## src/common/ard_pkg.sv

```systemverilog
package ard_pkg;

    // ------------------------------------------------------------
    // Reserved operand codes and the pair code
    // ------------------------------------------------------------
    localparam logic [1:0] ARD_XY_RESERVED = 2'h2;
    localparam logic [2:0] ARD_EXT_RESERVED = 3'h6;
    localparam logic [2:0] ARD_UPPER_RESERVED = 3'h6;
    localparam logic [2:0] ARD_PAIR_CODE = 3'h6;

    // ------------------------------------------------------------
    // Register identities driven to the register file ports
    // ------------------------------------------------------------
    typedef enum logic [4:0] {
        ARD_REG_NONE,
        ARD_REG_P,
        ARD_REG_Q_LOW,
        ARD_REG_Q_HIGH,
        ARD_REG_Q_PAIR,
        ARD_ACC_FIRST,
        ARD_ACC_SECOND,
        ARD_ACC_THIRD,
        ARD_ACC_FOURTH,
        ARD_UP_FIRST,
        ARD_UP_SECOND,
        ARD_UP_THIRD,
        ARD_UP_FOURTH,
        ARD_LO_FIRST,
        ARD_LO_SECOND,
        ARD_LO_THIRD,
        ARD_LO_FOURTH
    } ard_reg_type;

    // Instruction group that decides how the three-bit pair field reads
    typedef enum logic [1:0] {
        ARD_TRI_SHIFT,
        ARD_TRI_MIXED,
        ARD_TRI_OTHER
    } ard_tri_class_type;

    // Integer multiply group for the integer pair field
    typedef enum logic [1:0] {
        ARD_INT_MUL,
        ARD_INT_MAC,
        ARD_INT_MUL_ACC
    } ard_int_class_type;

    // ------------------------------------------------------------
    // Operand fields extracted from the instruction word
    // ------------------------------------------------------------
    typedef struct packed {
        logic accSel1;
        logic [1:0] srcSel2Xy;
        logic [1:0] accSel2;
        logic [2:0] regSel3Ext;
        logic [2:0] regSel3Wide;
        logic [2:0] accOrPairSel3;
        logic [2:0] upperWordSel3;
        logic [1:0] triPairSel2;
        logic [2:0] triPairSel3;
        logic [2:0] intPairSel3;
        ard_tri_class_type triClass;
        ard_int_class_type intClass;
    } ard_fields_type;

    typedef struct packed {
        ard_reg_type first;
        ard_reg_type second;
    } ard_pair_type;

    // ------------------------------------------------------------
    // Decoded selects and illegal-operand indications
    // ------------------------------------------------------------
    typedef struct packed {
        ard_reg_type accum1;
        ard_reg_type otherAccum;
        ard_reg_type srcXy;
        ard_reg_type accum2;
        ard_reg_type ext3;
        ard_reg_type wide3;
        ard_reg_type accOrPair3;
        ard_reg_type upperWord3;
        ard_pair_type pair2;
        ard_pair_type pair3;
        ard_pair_type intPair;
        logic illegalXy;
        logic illegalExt;
        logic illegalAccOrPair;
        logic illegalUpper;
        logic illegalAny;
    } ard_selects_type;

endpackage

```

## src/design/ard_operand_decoder.sv

```systemverilog
module ard_operand_decoder
    import ard_pkg::*;
(
    // Clock and reset, used only to sample the checks below
    input logic clock,
    input logic rst,
    // Operand fields from pipeline control
    input ard_fields_type fields,
    // Register file selects
    output ard_selects_type selects
);

    // ------------------------------------------------------------
    // Lookup helpers
    // ------------------------------------------------------------
    // Index-based lookups keep the tables below short and uniform
    function automatic ard_reg_type accOf(input logic [1:0] idx);
        case (idx)
            2'h0: accOf = ARD_ACC_FIRST;
            2'h1: accOf = ARD_ACC_SECOND;
            2'h2: accOf = ARD_ACC_THIRD;
            default: accOf = ARD_ACC_FOURTH;
        endcase
    endfunction

    function automatic ard_reg_type upOf(input logic [1:0] idx);
        case (idx)
            2'h0: upOf = ARD_UP_FIRST;
            2'h1: upOf = ARD_UP_SECOND;
            2'h2: upOf = ARD_UP_THIRD;
            default: upOf = ARD_UP_FOURTH;
        endcase
    endfunction

    function automatic ard_reg_type loOf(input logic [1:0] idx);
        case (idx)
            2'h0: loOf = ARD_LO_FIRST;
            2'h1: loOf = ARD_LO_SECOND;
            2'h2: loOf = ARD_LO_THIRD;
            default: loOf = ARD_LO_FOURTH;
        endcase
    endfunction

    // Codes 100, 101 and 111 of the extended, wide and upper-word fields share one mapping
    function automatic ard_reg_type inputOf(input logic [2:0] code);
        case (code)
            3'h4: inputOf = ARD_REG_P;
            3'h5: inputOf = ARD_REG_Q_LOW;
            3'h7: inputOf = ARD_REG_Q_HIGH;
            default: inputOf = ARD_REG_NONE;
        endcase
    endfunction

    function automatic ard_pair_type mkPair(input ard_reg_type a, input ard_reg_type b);
        mkPair = '{first: a, second: b};
    endfunction

    // ------------------------------------------------------------
    // Pair tables: one three-bit table per instruction group, then the two-bit table
    // ------------------------------------------------------------
    function automatic ard_pair_type shiftPair(input logic [2:0] code);
        case (code)
            3'h0: shiftPair = mkPair(ARD_UP_THIRD, ARD_REG_Q_HIGH);
            3'h1: shiftPair = mkPair(ARD_UP_SECOND, ARD_REG_Q_HIGH);
            3'h2: shiftPair = mkPair(ARD_REG_Q_LOW, ARD_REG_Q_LOW);
            3'h3: shiftPair = mkPair(ARD_UP_FIRST, ARD_REG_Q_LOW);
            3'h4: shiftPair = mkPair(ARD_REG_Q_LOW, ARD_REG_P);
            3'h5: shiftPair = mkPair(ARD_REG_Q_HIGH, ARD_REG_P);
            3'h6: shiftPair = mkPair(ARD_UP_THIRD, ARD_REG_Q_LOW);
            default: shiftPair = mkPair(ARD_REG_Q_HIGH, ARD_REG_Q_LOW);
        endcase
    endfunction

    function automatic ard_pair_type mixedPair(input logic [2:0] code);
        case (code)
            3'h0: mixedPair = mkPair(ARD_REG_Q_HIGH, ARD_UP_THIRD);
            3'h1: mixedPair = mkPair(ARD_REG_Q_HIGH, ARD_UP_SECOND);
            3'h2: mixedPair = mkPair(ARD_REG_Q_LOW, ARD_REG_Q_LOW);
            3'h3: mixedPair = mkPair(ARD_REG_Q_LOW, ARD_UP_FIRST);
            3'h4: mixedPair = mkPair(ARD_REG_P, ARD_REG_Q_LOW);
            3'h5: mixedPair = mkPair(ARD_REG_P, ARD_REG_Q_HIGH);
            3'h6: mixedPair = mkPair(ARD_REG_Q_LOW, ARD_UP_THIRD);
            default: mixedPair = mkPair(ARD_REG_Q_LOW, ARD_REG_Q_HIGH);
        endcase
    endfunction

    // The general table mixes operand orders; it is not a swap of either
    function automatic ard_pair_type otherPair(input logic [2:0] code);
        case (code)
            3'h0: otherPair = mkPair(ARD_UP_THIRD, ARD_REG_Q_HIGH);
            3'h1: otherPair = mkPair(ARD_REG_Q_HIGH, ARD_UP_SECOND);
            3'h2: otherPair = mkPair(ARD_REG_Q_LOW, ARD_REG_Q_LOW);
            3'h3: otherPair = mkPair(ARD_REG_Q_LOW, ARD_UP_FIRST);
            3'h4: otherPair = mkPair(ARD_REG_P, ARD_REG_Q_LOW);
            3'h5: otherPair = mkPair(ARD_REG_P, ARD_REG_Q_HIGH);
            3'h6: otherPair = mkPair(ARD_UP_THIRD, ARD_REG_Q_LOW);
            default: otherPair = mkPair(ARD_REG_Q_LOW, ARD_REG_Q_HIGH);
        endcase
    endfunction

    function automatic ard_pair_type twoBitPair(input logic [1:0] code);
        case (code)
            2'h0: twoBitPair = mkPair(ARD_REG_Q_LOW, ARD_REG_P);
            2'h1: twoBitPair = mkPair(ARD_REG_Q_HIGH, ARD_REG_P);
            2'h2: twoBitPair = mkPair(ARD_UP_THIRD, ARD_REG_Q_LOW);
            default: twoBitPair = mkPair(ARD_REG_Q_HIGH, ARD_REG_Q_LOW);
        endcase
    endfunction

    // ------------------------------------------------------------
    // Single-register fields
    // ------------------------------------------------------------
    // No state anywhere: selects follow the fields in the same cycle
    wire xyReserved = (fields.srcSel2Xy == ARD_XY_RESERVED);
    wire extReserved = (fields.regSel3Ext == ARD_EXT_RESERVED);
    wire accOrPairReserved = fields.accOrPairSel3[2] && (fields.accOrPairSel3 != ARD_PAIR_CODE);
    wire upperReserved = (fields.upperWordSel3 == ARD_UPPER_RESERVED);
    ard_reg_type srcXySel;
    ard_reg_type ext3Sel;
    ard_reg_type wide3Sel;
    ard_reg_type accOrPairSel;
    ard_reg_type upperSel;

    assign srcXySel = (fields.srcSel2Xy == 2'h0) ? ARD_REG_P :
                      (fields.srcSel2Xy == 2'h1) ? ARD_REG_Q_LOW :
                      (fields.srcSel2Xy == 2'h3) ? ARD_REG_Q_HIGH : ARD_REG_NONE;
    assign ext3Sel = fields.regSel3Ext[2] ? inputOf(fields.regSel3Ext)
                                          : accOf(fields.regSel3Ext[1:0]);
    assign wide3Sel = !fields.regSel3Wide[2] ? accOf(fields.regSel3Wide[1:0]) :
                      (fields.regSel3Wide == ARD_PAIR_CODE) ? ARD_REG_Q_PAIR : inputOf(fields.regSel3Wide);
    assign accOrPairSel = !fields.accOrPairSel3[2] ? accOf(fields.accOrPairSel3[1:0]) :
                          (fields.accOrPairSel3 == ARD_PAIR_CODE) ? ARD_REG_Q_PAIR : ARD_REG_NONE;
    assign upperSel = fields.upperWordSel3[2] ? inputOf(fields.upperWordSel3)
                                              : upOf(fields.upperWordSel3[1:0]);

    // ------------------------------------------------------------
    // Pair fields
    // ------------------------------------------------------------
    // Integer pair: first index 0,0,0,0,1,1,2,2; second 0,1,2,3,2,3,2,3
    wire [1:0] intFirstIdx = fields.intPairSel3[2] ? (fields.intPairSel3[1] ? 2'h2 : 2'h1) : 2'h0;
    wire [1:0] intSecondIdx = fields.intPairSel3[2] ? {1'b1, fields.intPairSel3[0]} : fields.intPairSel3[1:0];
    ard_pair_type tri3Pair;
    ard_pair_type intPairSel;

    assign tri3Pair = (fields.triClass == ARD_TRI_SHIFT) ? shiftPair(fields.triPairSel3) :
                      (fields.triClass == ARD_TRI_MIXED) ? mixedPair(fields.triPairSel3) :
                      otherPair(fields.triPairSel3);
    assign intPairSel = (fields.intClass == ARD_INT_MUL) ? mkPair(upOf(intFirstIdx), loOf(intSecondIdx)) :
                        (fields.intClass == ARD_INT_MAC) ? mkPair(loOf(intFirstIdx), upOf(intSecondIdx)) :
                        mkPair(loOf(intFirstIdx), loOf(intSecondIdx));

    // ------------------------------------------------------------
    // Output assembly
    // ------------------------------------------------------------
    // A reserved field shows NONE and raises its own flag, so the
    // pipeline can trap only when the instruction really uses that field
    assign selects.accum1 = accOf({1'b0, fields.accSel1});
    assign selects.otherAccum = accOf({1'b0, ~fields.accSel1});
    assign selects.srcXy = srcXySel;
    assign selects.accum2 = accOf(fields.accSel2);
    assign selects.ext3 = ext3Sel;
    assign selects.wide3 = wide3Sel;
    assign selects.accOrPair3 = accOrPairSel;
    assign selects.upperWord3 = upperSel;
    assign selects.pair2 = twoBitPair(fields.triPairSel2);
    assign selects.pair3 = tri3Pair;
    assign selects.intPair = intPairSel;
    assign selects.illegalXy = xyReserved;
    assign selects.illegalExt = extReserved;
    assign selects.illegalAccOrPair = accOrPairReserved;
    assign selects.illegalUpper = upperReserved;
    assign selects.illegalAny = xyReserved | extReserved | accOrPairReserved | upperReserved;

    // ------------------------------------------------------------
    // Checks
    // ------------------------------------------------------------
    property p_src_xy;
        @(posedge clock) disable iff (rst)
        (fields.srcSel2Xy == 2'h3) |-> (selects.srcXy == ARD_REG_Q_HIGH) && !selects.illegalXy;
    endproperty
    a_src_xy: assert property (p_src_xy) else $error("Two-bit source code 11 misdecoded");

    property p_other_acc;
        @(posedge clock) disable iff (rst)
        (selects.otherAccum != selects.accum1) && (selects.accum1 == (fields.accSel1 ? ARD_ACC_SECOND : ARD_ACC_FIRST));
    endproperty
    a_other_acc: assert property (p_other_acc) else $error("Opposite accumulator wrong");

    property p_acc2;
        @(posedge clock) disable iff (rst)
        (fields.accSel2 == 2'h2) |-> (selects.accum2 == ARD_ACC_THIRD);
    endproperty
    a_acc2: assert property (p_acc2) else $error("Two-bit accumulator code 10 misdecoded");

    property p_wide_pair;
        @(posedge clock) disable iff (rst)
        (fields.regSel3Wide == 3'h6) |-> (selects.wide3 == ARD_REG_Q_PAIR);
    endproperty
    a_wide_pair: assert property (p_wide_pair) else $error("Wide code 110 not q pair");

    property p_upper_word;
        @(posedge clock) disable iff (rst)
        (fields.upperWordSel3 == 3'h1) |-> (selects.upperWord3 == ARD_UP_SECOND);
    endproperty
    a_upper_word: assert property (p_upper_word) else $error("Upper word code 001 misdecoded");

    property p_pair2;
        @(posedge clock) disable iff (rst)
        (fields.triPairSel2 == 2'h2) |-> (selects.pair2 == mkPair(ARD_UP_THIRD, ARD_REG_Q_LOW));
    endproperty
    a_pair2: assert property (p_pair2) else $error("Two-bit pair code 10 misdecoded");

    property p_shift_pair;
        @(posedge clock) disable iff (rst)
        (fields.triClass == ARD_TRI_SHIFT && fields.triPairSel3 == 3'h3)
            |-> (selects.pair3 == mkPair(ARD_UP_FIRST, ARD_REG_Q_LOW));
    endproperty
    a_shift_pair: assert property (p_shift_pair) else $error("Shift pair code 011 misdecoded");

    property p_mixed_pair;
        @(posedge clock) disable iff (rst)
        (fields.triClass == ARD_TRI_MIXED && fields.triPairSel3 == 3'h0)
            |-> (selects.pair3 == mkPair(ARD_REG_Q_HIGH, ARD_UP_THIRD));
    endproperty
    a_mixed_pair: assert property (p_mixed_pair) else $error("Mixed pair code 000 misdecoded");

    property p_other_pair;
        @(posedge clock) disable iff (rst)
        (fields.triClass == ARD_TRI_OTHER && fields.triPairSel3 == 3'h1)
            |-> (selects.pair3 == mkPair(ARD_REG_Q_HIGH, ARD_UP_SECOND));
    endproperty
    a_other_pair: assert property (p_other_pair) else $error("Other pair code 001 misdecoded");

    property p_int_mul;
        @(posedge clock) disable iff (rst)
        (fields.intClass == ARD_INT_MUL && fields.intPairSel3 == 3'h7)
            |-> (selects.intPair == mkPair(ARD_UP_THIRD, ARD_LO_FOURTH));
    endproperty
    a_int_mul: assert property (p_int_mul) else $error("Integer multiply code 111 misdecoded");

    property p_int_mac;
        @(posedge clock) disable iff (rst)
        (fields.intClass == ARD_INT_MAC && fields.intPairSel3 == 3'h4)
            |-> (selects.intPair == mkPair(ARD_LO_SECOND, ARD_UP_THIRD));
    endproperty
    a_int_mac: assert property (p_int_mac) else $error("Integer accumulate code 100 misdecoded");

    property p_int_acc;
        @(posedge clock) disable iff (rst)
        (fields.intClass == ARD_INT_MUL_ACC && fields.intPairSel3 == 3'h3)
            |-> (selects.intPair == mkPair(ARD_LO_FIRST, ARD_LO_FOURTH));
    endproperty
    a_int_acc: assert property (p_int_acc) else $error("Integer lower pair code 011 misdecoded");

    property p_reserved;
        @(posedge clock) disable iff (rst)
        (fields.regSel3Ext == 3'h6)
            |-> selects.illegalExt && selects.illegalAny && (selects.ext3 == ARD_REG_NONE);
    endproperty
    a_reserved: assert property (p_reserved) else $error("Reserved code not flagged");

    property p_aop_reserved;
        @(posedge clock) disable iff (rst)
        (fields.accOrPairSel3 == 3'h5)
            |-> selects.illegalAccOrPair && selects.illegalAny && (selects.accOrPair3 == ARD_REG_NONE);
    endproperty
    a_aop_reserved: assert property (p_aop_reserved) else $error("Pair-capable code 101 not flagged");

    property p_xy_reserved;
        @(posedge clock) disable iff (rst)
        (fields.srcSel2Xy == 2'h2) |-> selects.illegalXy && (selects.srcXy == ARD_REG_NONE);
    endproperty
    a_xy_reserved: assert property (p_xy_reserved) else $error("Two-bit source code 10 not refused");

    property p_upper_reserved;
        @(posedge clock) disable iff (rst)
        (fields.upperWordSel3 == 3'h6) |-> selects.illegalUpper && (selects.upperWord3 == ARD_REG_NONE);
    endproperty
    a_upper_reserved: assert property (p_upper_reserved) else $error("Upper word code 110 not refused");

    property p_ext_input;
        @(posedge clock) disable iff (rst)
        (fields.regSel3Ext == 3'h4) |-> (selects.ext3 == ARD_REG_P) && !selects.illegalExt;
    endproperty
    a_ext_input: assert property (p_ext_input) else $error("Extended code 100 misdecoded");

    property p_aop_pair;
        @(posedge clock) disable iff (rst)
        (fields.accOrPairSel3 == 3'h6) |-> (selects.accOrPair3 == ARD_REG_Q_PAIR) && !selects.illegalAccOrPair;
    endproperty
    a_aop_pair: assert property (p_aop_pair) else $error("Pair-capable code 110 not q pair");

    property p_same_cycle;
        @(posedge clock) disable iff (rst)
        $changed(fields.accSel2) |-> $changed(selects.accum2);
    endproperty
    a_same_cycle: assert property (p_same_cycle) else $error("Select lags its field");

endmodule

```

## config.mk

```make
export PLATFORM = sky130hd
export DESIGN_NAME = ard_operand_decoder
export DESIGN_NICKNAME = d
export VERILOG_FILES = /design/src/common/ard_pkg.sv /design/src/design/ard_operand_decoder.sv
export SDC_FILE = /design/constraint.sdc
export NUM_CORES = 1
export LEC_CHECK = 0
export ABC_AREA = 0
export BUFFER_PORTS_ARGS = -buffer_cell sky130_fd_sc_hd__buf_2
export CORE_MARGIN = 8
export CORE_UTILIZATION = 35
export DETAILED_ROUTE_END_ITERATION = 7
export PLACE_DENSITY = 0.82
export SLEW_MARGIN = 20
export SYNTH_ARGS = -nofsm -noshare
export SYNTH_HDL_FRONTEND = slang
export SYNTH_SLANG_ARGS = --single-unit
```

## constraint.sdc

```tcl
create_clock -name vclk -period 1.3
set_input_delay 0 -clock vclk [all_inputs]
set_output_delay 0 -clock vclk [all_outputs]
set_load 0.02 [all_outputs]
```

==> results of run 1 <==
worst max-delay path by stage:
stage | slack, ns | depth (start not counted) | from | endpoint
after floorplan | 0.21 | 5 | fields[5] | selects[7]
after global placement | 0.07 | 7 | fields[5] | selects[7]
after detailed placement | 0.04 | 6 | fields[5] | selects[9]
after CTS | 0.04 | 6 | fields[5] | selects[9]
after global routing | 0.04 | 7 | fields[5] | selects[7]
final | 0.09 | 6 | fields[5] | selects[9]
area by class of cell:
class / count / area [µm²]
fillers: 321 / 1640
well taps: 44 / 55.1
inverters: 23 / 86.3
multi-input cells: 123 / 843
repair buffers: 80 / 400
metal layers:
layer,up-vias,GRT usage [%],wire length [µm]
met1,488,8.95,1050
met3,2,2.62,305
met4,0,0.680,16
li1,579,-,-
met2,56,17.2,1340
met5,-,0,0
cell families (layout without fill, tap and decap cells):
logic type / Yosys count / after routing
other: 2 / 24
multiplexers: 6 / 6
adder cells (fa/ha/maj): 27 / 27
AND/OR/NAND/NOR: 49 / 49
AO/OA/AOI/OAI: 17 / 17
buffers and inverters: 57 / 103
metrics by stage:
stage          setup slack, ns  util [%]
2_1_floorplan            0.210         -
3_3_place_gp            0.0670      45.7
3_5_place_dp            0.0426      45.7
4_1_cts                 0.0411      45.7
5_1_grt                 0.0433      45.7
6_report                0.0919      45.7
critical path: cells and delay by family:
family        cells  cell delay [ns]
fa+ha+maj         2             0.40
mux               1             0.25
buf+inv           2             0.27
simple gates      1             0.29
placed cells by master, fill, tap and decap left out:
cell,netlist,layout
o31ai_1,1,1
ha_2,0,1
or2_2,3,3
mux2_2,2,2
and2_1,3,3
nor2b_1,8,8
inv_1,23,23
buf_2,0,80
nand2_1,4,4
a211oi_1,1,1
o22ai_1,1,1
or4_1,1,1
mux2i_1,4,4
nand3_1,1,1
or4b_1,1,1
nor3_1,2,2
nand2b_1,4,4
nor2_1,21,21
a2bb2oi_1,1,1
ha_1,27,26
conb_1,2,24
a221o_1,1,1
a21oi_1,7,7
o21ai_0,4,4
a221oi_1,1,1
or2b_1,1,1
report_power, final:
part | internal, mW | switching (mW) | leakage (nW)
Sequential | 0 | 0 | 0
Clock | 0 | 0 | 0
Combinational | 0.190 | 0.381 | 0.887
what timing repair did:
action                                  in CTS  in global routing
endpoints found under the setup margin       0                  2
gates resized for setup                      0                  1
buffers inserted                             0                  0
hold buffers                                 0                  0
==> results.md, run 1 <==
- Commonest cells in the netlist: buf_4, ha_1, inv_1, nor2_1, nor2b_1
- Fin cells: 270
- Vias post-DR: 1125
- Die area: 0.00518 mm²
- Die X: 72.0 µm
- Yosys warnings: 0
- Post-synthesis compound-gate area fraction: 9.47%
- Final GP Congestion: 0.794
- Fin crit share: 92.9%
- Hpwl dp: 2510 µm
- Gr ovfl total: 0
- Core Region: 0.00303 mm²
- Outcome: complete, no violations
- Critical Path RT: 1.30 ns
- Max Freq: 828 MHz
- Seq cells: 0
- Tot GR Track Use: 8.69%
- Count of final hold-check violations: 0
- Tot Pwr: 0.571 mW
- Diode count: 0
- Clock buffers: 0
- Initial Util: 36.2%
- Worst hold path depth: 2
- WL final: 2710 µm
- Area delta synth->final: 26.4%
- Worst-path fanout max: 5
- Final #Nets: 286
- Hold path start: fields[28]
- Main combinational cell family by area after synthesis: buffers and inverters
- Crit-path slowest cell: or2_2
- Adder-cell area share of the yosys netlist: 30.8%
- Largest net degree at the start of global routing: 10
- Setup CP Type: input pin to output port
- Leak: 0.887 nW
- Synth Instances: 158
- Vias in the first global route: 987
- Post-synthesis mux area share: 5.71%
- CP Launch Type: input pin
- Most common cell in the netlist: buf_4
- Post-route cell area: 0.00139 mm²
- Post-synthesis sequential area ratio: 0%
- Distinct cells, synth: 27
- Max-slew violations: 0
- Cell taking the most area after synthesis: ha_1
- FF/Latch Area: 0 µm²
- Initial antenna violation count: 0
- Die Y: 72.0 µm
- Unrepaired setup endpoints after global routing: no
- Area share of xor/xnor cells in the synthesized design: 0%
- Hold WC Path Type: input pin to output port
- Routed len/inst: 10.0 µm
- Share of the synthesized area in the top cell type: 30.8%
- Crit end category: output port
- Row Count: 20
- PD cells: 412 mW/mm²
- Hold_ws: 0.246 ns
- Largest cells by area after synthesis: ha_1, buf_4, inv_1
- DRT antenna net count: 0
- Final Setup Violations: 0
- CP Cell Sequence: buf_2 -> or2_2 -> ha_2 -> ha_1 -> mux2_2 -> buf_2
- Final setup TNS: 0 ns
- Port bufs: 80
- Avg Inst Size Synth: 6.94 µm²
- Ports: 106
- Post-layout minimum cycle time: 1.21 ns
- Avg Vias per Cell: 4.17
- Max Cap Viol: 0
- Simple-gate area share of the yosys netlist: 22.5%
- Arrival time worst endpoint: 1.21 ns
- Share of post-route cells with drive strength above 1: 38.1%
- Dpl cells: 270
- Detailed Routing Iterations Pass 1: 4
- Placed cell areas: 0.00138 mm²
- Max VDD drop: 0.164 mV
- Max incr delay on CP: 0.29 ns
- Worst path most repeated cell: buf_2
- Starting DRT DRC Count: 14
- Drt drc: 0
- Mapped Area: 0.00110 mm²
- Global-route wire length before repair: 4030 µm
- Worst Hold Path EP: selects[65]
Note: power is estimated with default switching activity, not from simulation.
==> inputs of run 2 (changes only) <==
Settings changed: ABC_AREA 0 to 1.
==> run 2 against run 1 <==
  * Synthesized cell count up 15%
  * Power rose by 1.6%
  * Global-route usage up 1.6 points
  * Sequential cell count unchanged
  * Critical path depth up 1
==> results.md, run 2 <==
- Outcome: complete, no violations
- Vias post-DR: 1197
- Synth Instances: 181
- Hold path start: fields[28]
- Leak: 0.979 nW
- Mapped Area: 0.00109 mm²
- Distinct cells, synth: 19
- Post-synthesis sequential area ratio: 0%
- Fin crit share: 92.5%
- Post CTS Setup Buffer Count: 0
- Worst hold path depth: 2
- Arrival time worst endpoint: 1.20 ns
- Commonest non-fill, non-tap cells in the layout: buf_2, inv_1, ha_1, conb_1, nand2_1
- Worst Hold Path EP: selects[65]
- Max Cap Viol: 0
- Initial Util: 36.4%
- Count of final hold-check violations: 0
- Final GP Congestion: 0.857
- Largest cells by area after synthesis: ha_1, buf_4, inv_1
- Ports: 106
- Most common cell in the netlist: inv_1
- Max Freq: 832 MHz
- Starting DRT DRC Count: 58
- Initial antenna violation count: 0
- Share of post-route cells with drive strength above 1: 34.4%
- Die area: 0.00517 mm²
- Hold_ws: 0.247 ns
- CP Launch Type: input pin
- Global-route wire length before repair: 4740 µm
- Worst-path fanout max: 3
- Commonest cells in the netlist: inv_1, buf_4, ha_1, nand2_1, nor2_1
- Die Y: 71.9 µm
- Area delta synth->final: 26.0%
- Unrepaired setup endpoints after global routing: no
- Final #Nets: 310
- Final setup TNS: 0 ns
- WL final: 2940 µm
- Hold WC Path Type: input pin to output port
- FF/Latch Area: 0 µm²
- Port bufs: 80
- Largest net degree at the start of global routing: 8
- Avg Inst Size Synth: 6.04 µm²
- Yosys warnings: 0
- Row Count: 20
- Cts hold-fix bufs: 0
- DRT antenna net count: 0
- Cell taking the most area after synthesis: ha_1
- Commonest non-fill, non-tap cell in the layout: buf_2
- Avg Vias per Cell: 4.23
- Crit end category: output port
- Share of the synthesized area in the top cell type: 30.9%
- Setup CP Type: input pin to output port
- Drt drc: 0
- Critical Path RT: 1.30 ns
- Core Region: 0.00300 mm²
- Hpwl dp: 2770 µm
- Final Setup Violations: 0
- Diode count: 0
- Clock buffers: 0
- Tot GR Track Use: 10.3%
- PD cells: 421 mW/mm²
- Post-CTS sizing: 0
- Routed len/inst: 10.4 µm
- Seq cells: 0
- Die X: 71.9 µm
- Detailed Routing Iterations Pass 1: 4
- Filler instances: 320
- Post-layout minimum cycle time: 1.20 ns
- Max VDD drop: 0.169 mV
- Vias in the first global route: 1116
- Max-slew violations: 0
- Gr ovfl total: 0
[run 2: logic make-up after synthesis]
logic type | Yosys count | synth area share, %
buffers and inverters | 73 | 35.7
other | 2 | 0.687
adder cells (fa/ha/maj) | 27 | 30.9
AND/OR/NAND/NOR | 60 | 23.1
AO/OA/AOI/OAI | 19 | 9.61
[run 2: critical path, stage by stage]
cell,delay [ns]
buf_2,0.11
or2_2,0.30
ha_1,0.23
ha_1,0.30
nand2_1,0.07
nand2_1,0.05
buf_2,0.15
[run 2: routing by layer]
metal  global-route usage (%)  up-vias  share of wire (%)
met1                     10.5      502                 39
met4                        0        0                  0
met2                     21.2       67                 50
met5                        0        -                  0
met3                     2.75        0                 12
li1                         -      628                  -
[run 2: final cells by class]
class | count | area (µm²) | share of cell area (%)
multi-input combinational | 130 | 786 | 57.0
timing repair buffer | 80 | 400 | 29.1
inverter | 40 | 150 | 10.9
tap | 33 | 41.3 | 3.00
[run 2: power by group]
group / switching (mW) / internal, mW
Combinational: 0.398 / 0.181
Clock: 0 / 0
Sequential: 0 / 0
[run 2: worst max-delay path by stage]
stage | startpoint | to | slack, ns | depth (start not counted)
floorplan | fields[5] | selects[8] | 0.13 | 4
global placement | fields[5] | selects[7] | 0.14 | 7
detailed placement | fields[5] | selects[7] | 0.09 | 7
CTS | fields[5] | selects[7] | 0.09 | 7
global route | fields[5] | selects[7] | 0.03 | 7
finish | fields[5] | selects[7] | 0.1 | 7
[run 2: stage by stage]
step           instance area, µm²  setup WS, ns  util, %  total power, mW  std cells
2_1_floorplan                1180         0.130        -            0.447        203
3_3_place_gp                 1380         0.137     45.9            0.572        283
3_5_place_dp                 1380        0.0885     45.9            0.582        283
4_1_cts                      1380        0.0874     45.9            0.584        283
5_1_grt                      1380        0.0280     45.9            0.641        283
6_report                     1380        0.0974     45.9            0.580        283
==> inputs of run 3 (changes only) <==
Settings changed: CORE_UTILIZATION 35 to 39, GPL_TIMING_DRIVEN from default to 0, PLACE_DENSITY 0.82 to 0.9.
==> run 3 against run 2 <==
  * Worst setup slack gained 0.037 ns
  * Via count grew 6.3%
  * Critical endpoint unchanged
  * Fmax grew 3.2%
  * Routed wire length grew 3.8%
  * Worst hold slack gained 0.017 ns
  * Critical path depth is the same
  * Power grew 13%
  * Combinational power grew 13%
  * Core utilization grew 14 points
  * Final cell count grew 11%
  * Largest cell class unchanged
  * Die area shrank 8.0%
  * Global-route usage grew 0.60 points
==> results.md, run 3 (synthesis results as in run 2) <==
- Outcome: complete, no violations
- Vias in the first global route: 1144
- Drt drc: 0
- Power share of the clock group: 0%
- Filler instances: 247
- Largest net degree at the start of global routing: 8
- Core Region: 0.00271 mm²
- CP endpoint: selects[7]
- Fin util: 59.6%
- Pre-CTS setup slack: 0.125 ns
- Cts hold-fix bufs: 0
- Die Y: 69.0 µm
- Worst-path fanout max: 3
- Crit end category: output port
- Detailed Routing Iterations Pass 1: 4
- Die X: 69.0 µm
- Final #Nets: 343
- Tot Pwr: 0.653 mW
- Avg Vias per Cell: 4.05
- Max VDD drop: 0.289 mV
- Area of the multi-input gates: 786 µm²
- CP Launch Type: input pin
- Count of final hold-check violations: 0
- Ports: 106
- WL final: 3050 µm
- Fin crit share: 89.7%
- Max Freq: 858 MHz
- Port bufs: 80
- Hpwl dp: 2840 µm
- Max Cap Viol: 0
- DRT antenna net count: 0
- Seq pwr share: 0%
- Tot GR Track Use: 10.9%
- Routed len/inst: 9.72 µm
- Fin cells: 314
- Sw Pwr: 0.410 mW
- Leak: 1.14 nW
- Seq cells: 0
- Final Setup Violations: 0
- Diode count: 0
- Row Count: 19
- Area delta synth->final: 47.7%
- FF/Latch Area: 0 µm²
- Commonest non-fill, non-tap cell in the layout: buf_2
- Clock buffers: 0
- Vias post-DR: 1273
- Setup CP Type: input pin to output port
- Worst setup margin: 0.134 ns
- Post CTS Setup Buffer Count: 0
- PD cells: 405 mW/mm²
- Sw Share: 62.7%
- Arrival time worst endpoint: 1.17 ns
- Commonest non-fill, non-tap cells in the layout: buf_2, inv_1, buf_4, ha_1, conb_1
- Final setup TNS: 0 ns
- Post-layout minimum cycle time: 1.17 ns
- Unrepaired setup endpoints after global routing: no
- Critical Path RT: 1.30 ns
- Die area: 0.00475 mm²
- Max-slew violations: 0
- Dpl cells: 314
- Final GP Congestion: 0.906
- Hold WC Path Type: input pin to output port
- Gr ovfl total: 0
- Initial antenna violation count: 0
- CP Launch Point: fields[5]
- Initial Util: 40.4%
- Internal power: 0.244 mW
- Post-CTS sizing: 0
- Starting DRT DRC Count: 70
- Share of post-route cells with drive strength above 1: 41.3%
- Combinational share of power: 100.0%
- Global-route wire length before repair: 4390 µm
[run 3: critical path, stage by stage]
cell and delay, ns:
buf_2 0.11, or2_2 0.29, ha_1 0.22, ha_1 0.30, nand2_1 0.06, nand2_1 0.05
buf_2 0.15
[run 3: layer usage]
layer / part of all wire [%] / vias up / global-route usage [%]
li1: - / 691 / -
met1: 34 / 505 / 11.3
met2: 46 / 77 / 20.6
met3: 19 / 0 / 4.85
met4: 0 / 0 / 0.501
met5: 0 / - / 0
[run 3: power groups by stage]
stage                     Clock (mW)  Sequential (mW)  Combinational, mW
after detailed placement           0                0              0.653
after global placement             0                0              0.645
after floorplan                    0                0              0.447
after CTS                          0                0              0.656
final                              0                0              0.653
after global routing               0                0              0.723
[run 3: worst min path at each step]
stage                     from          end  slack [ns]  cells after the start
detailed placement   fields[4]   selects[5]        0.27                      3
finish               fields[4]   selects[5]        0.26                      3
global route         fields[4]   selects[5]        0.28                      3
CTS                  fields[4]   selects[5]        0.27                      3
floorplan            fields[4]   selects[5]        0.08                      1
global placement    fields[10]  selects[33]        0.26                      3
[run 3: layout make-up]
cell class	instances	share of cell area, %
Buffer	33	14.9
Inverter	40	9.30
Multi-Input combinational cell	130	48.6
Tap cell	31	2.40
Timing Repair Buffer	80	24.8
[run 3: stage by stage]
step / hold WS, ns / cell area [µm²]
after floorplan: 0.0766 / 1180
after global placement: 0.264 / 1620
after detailed placement: 0.268 / 1620
after CTS: 0.268 / 1620
after global routing: 0.285 / 1620
final: 0.263 / 1620
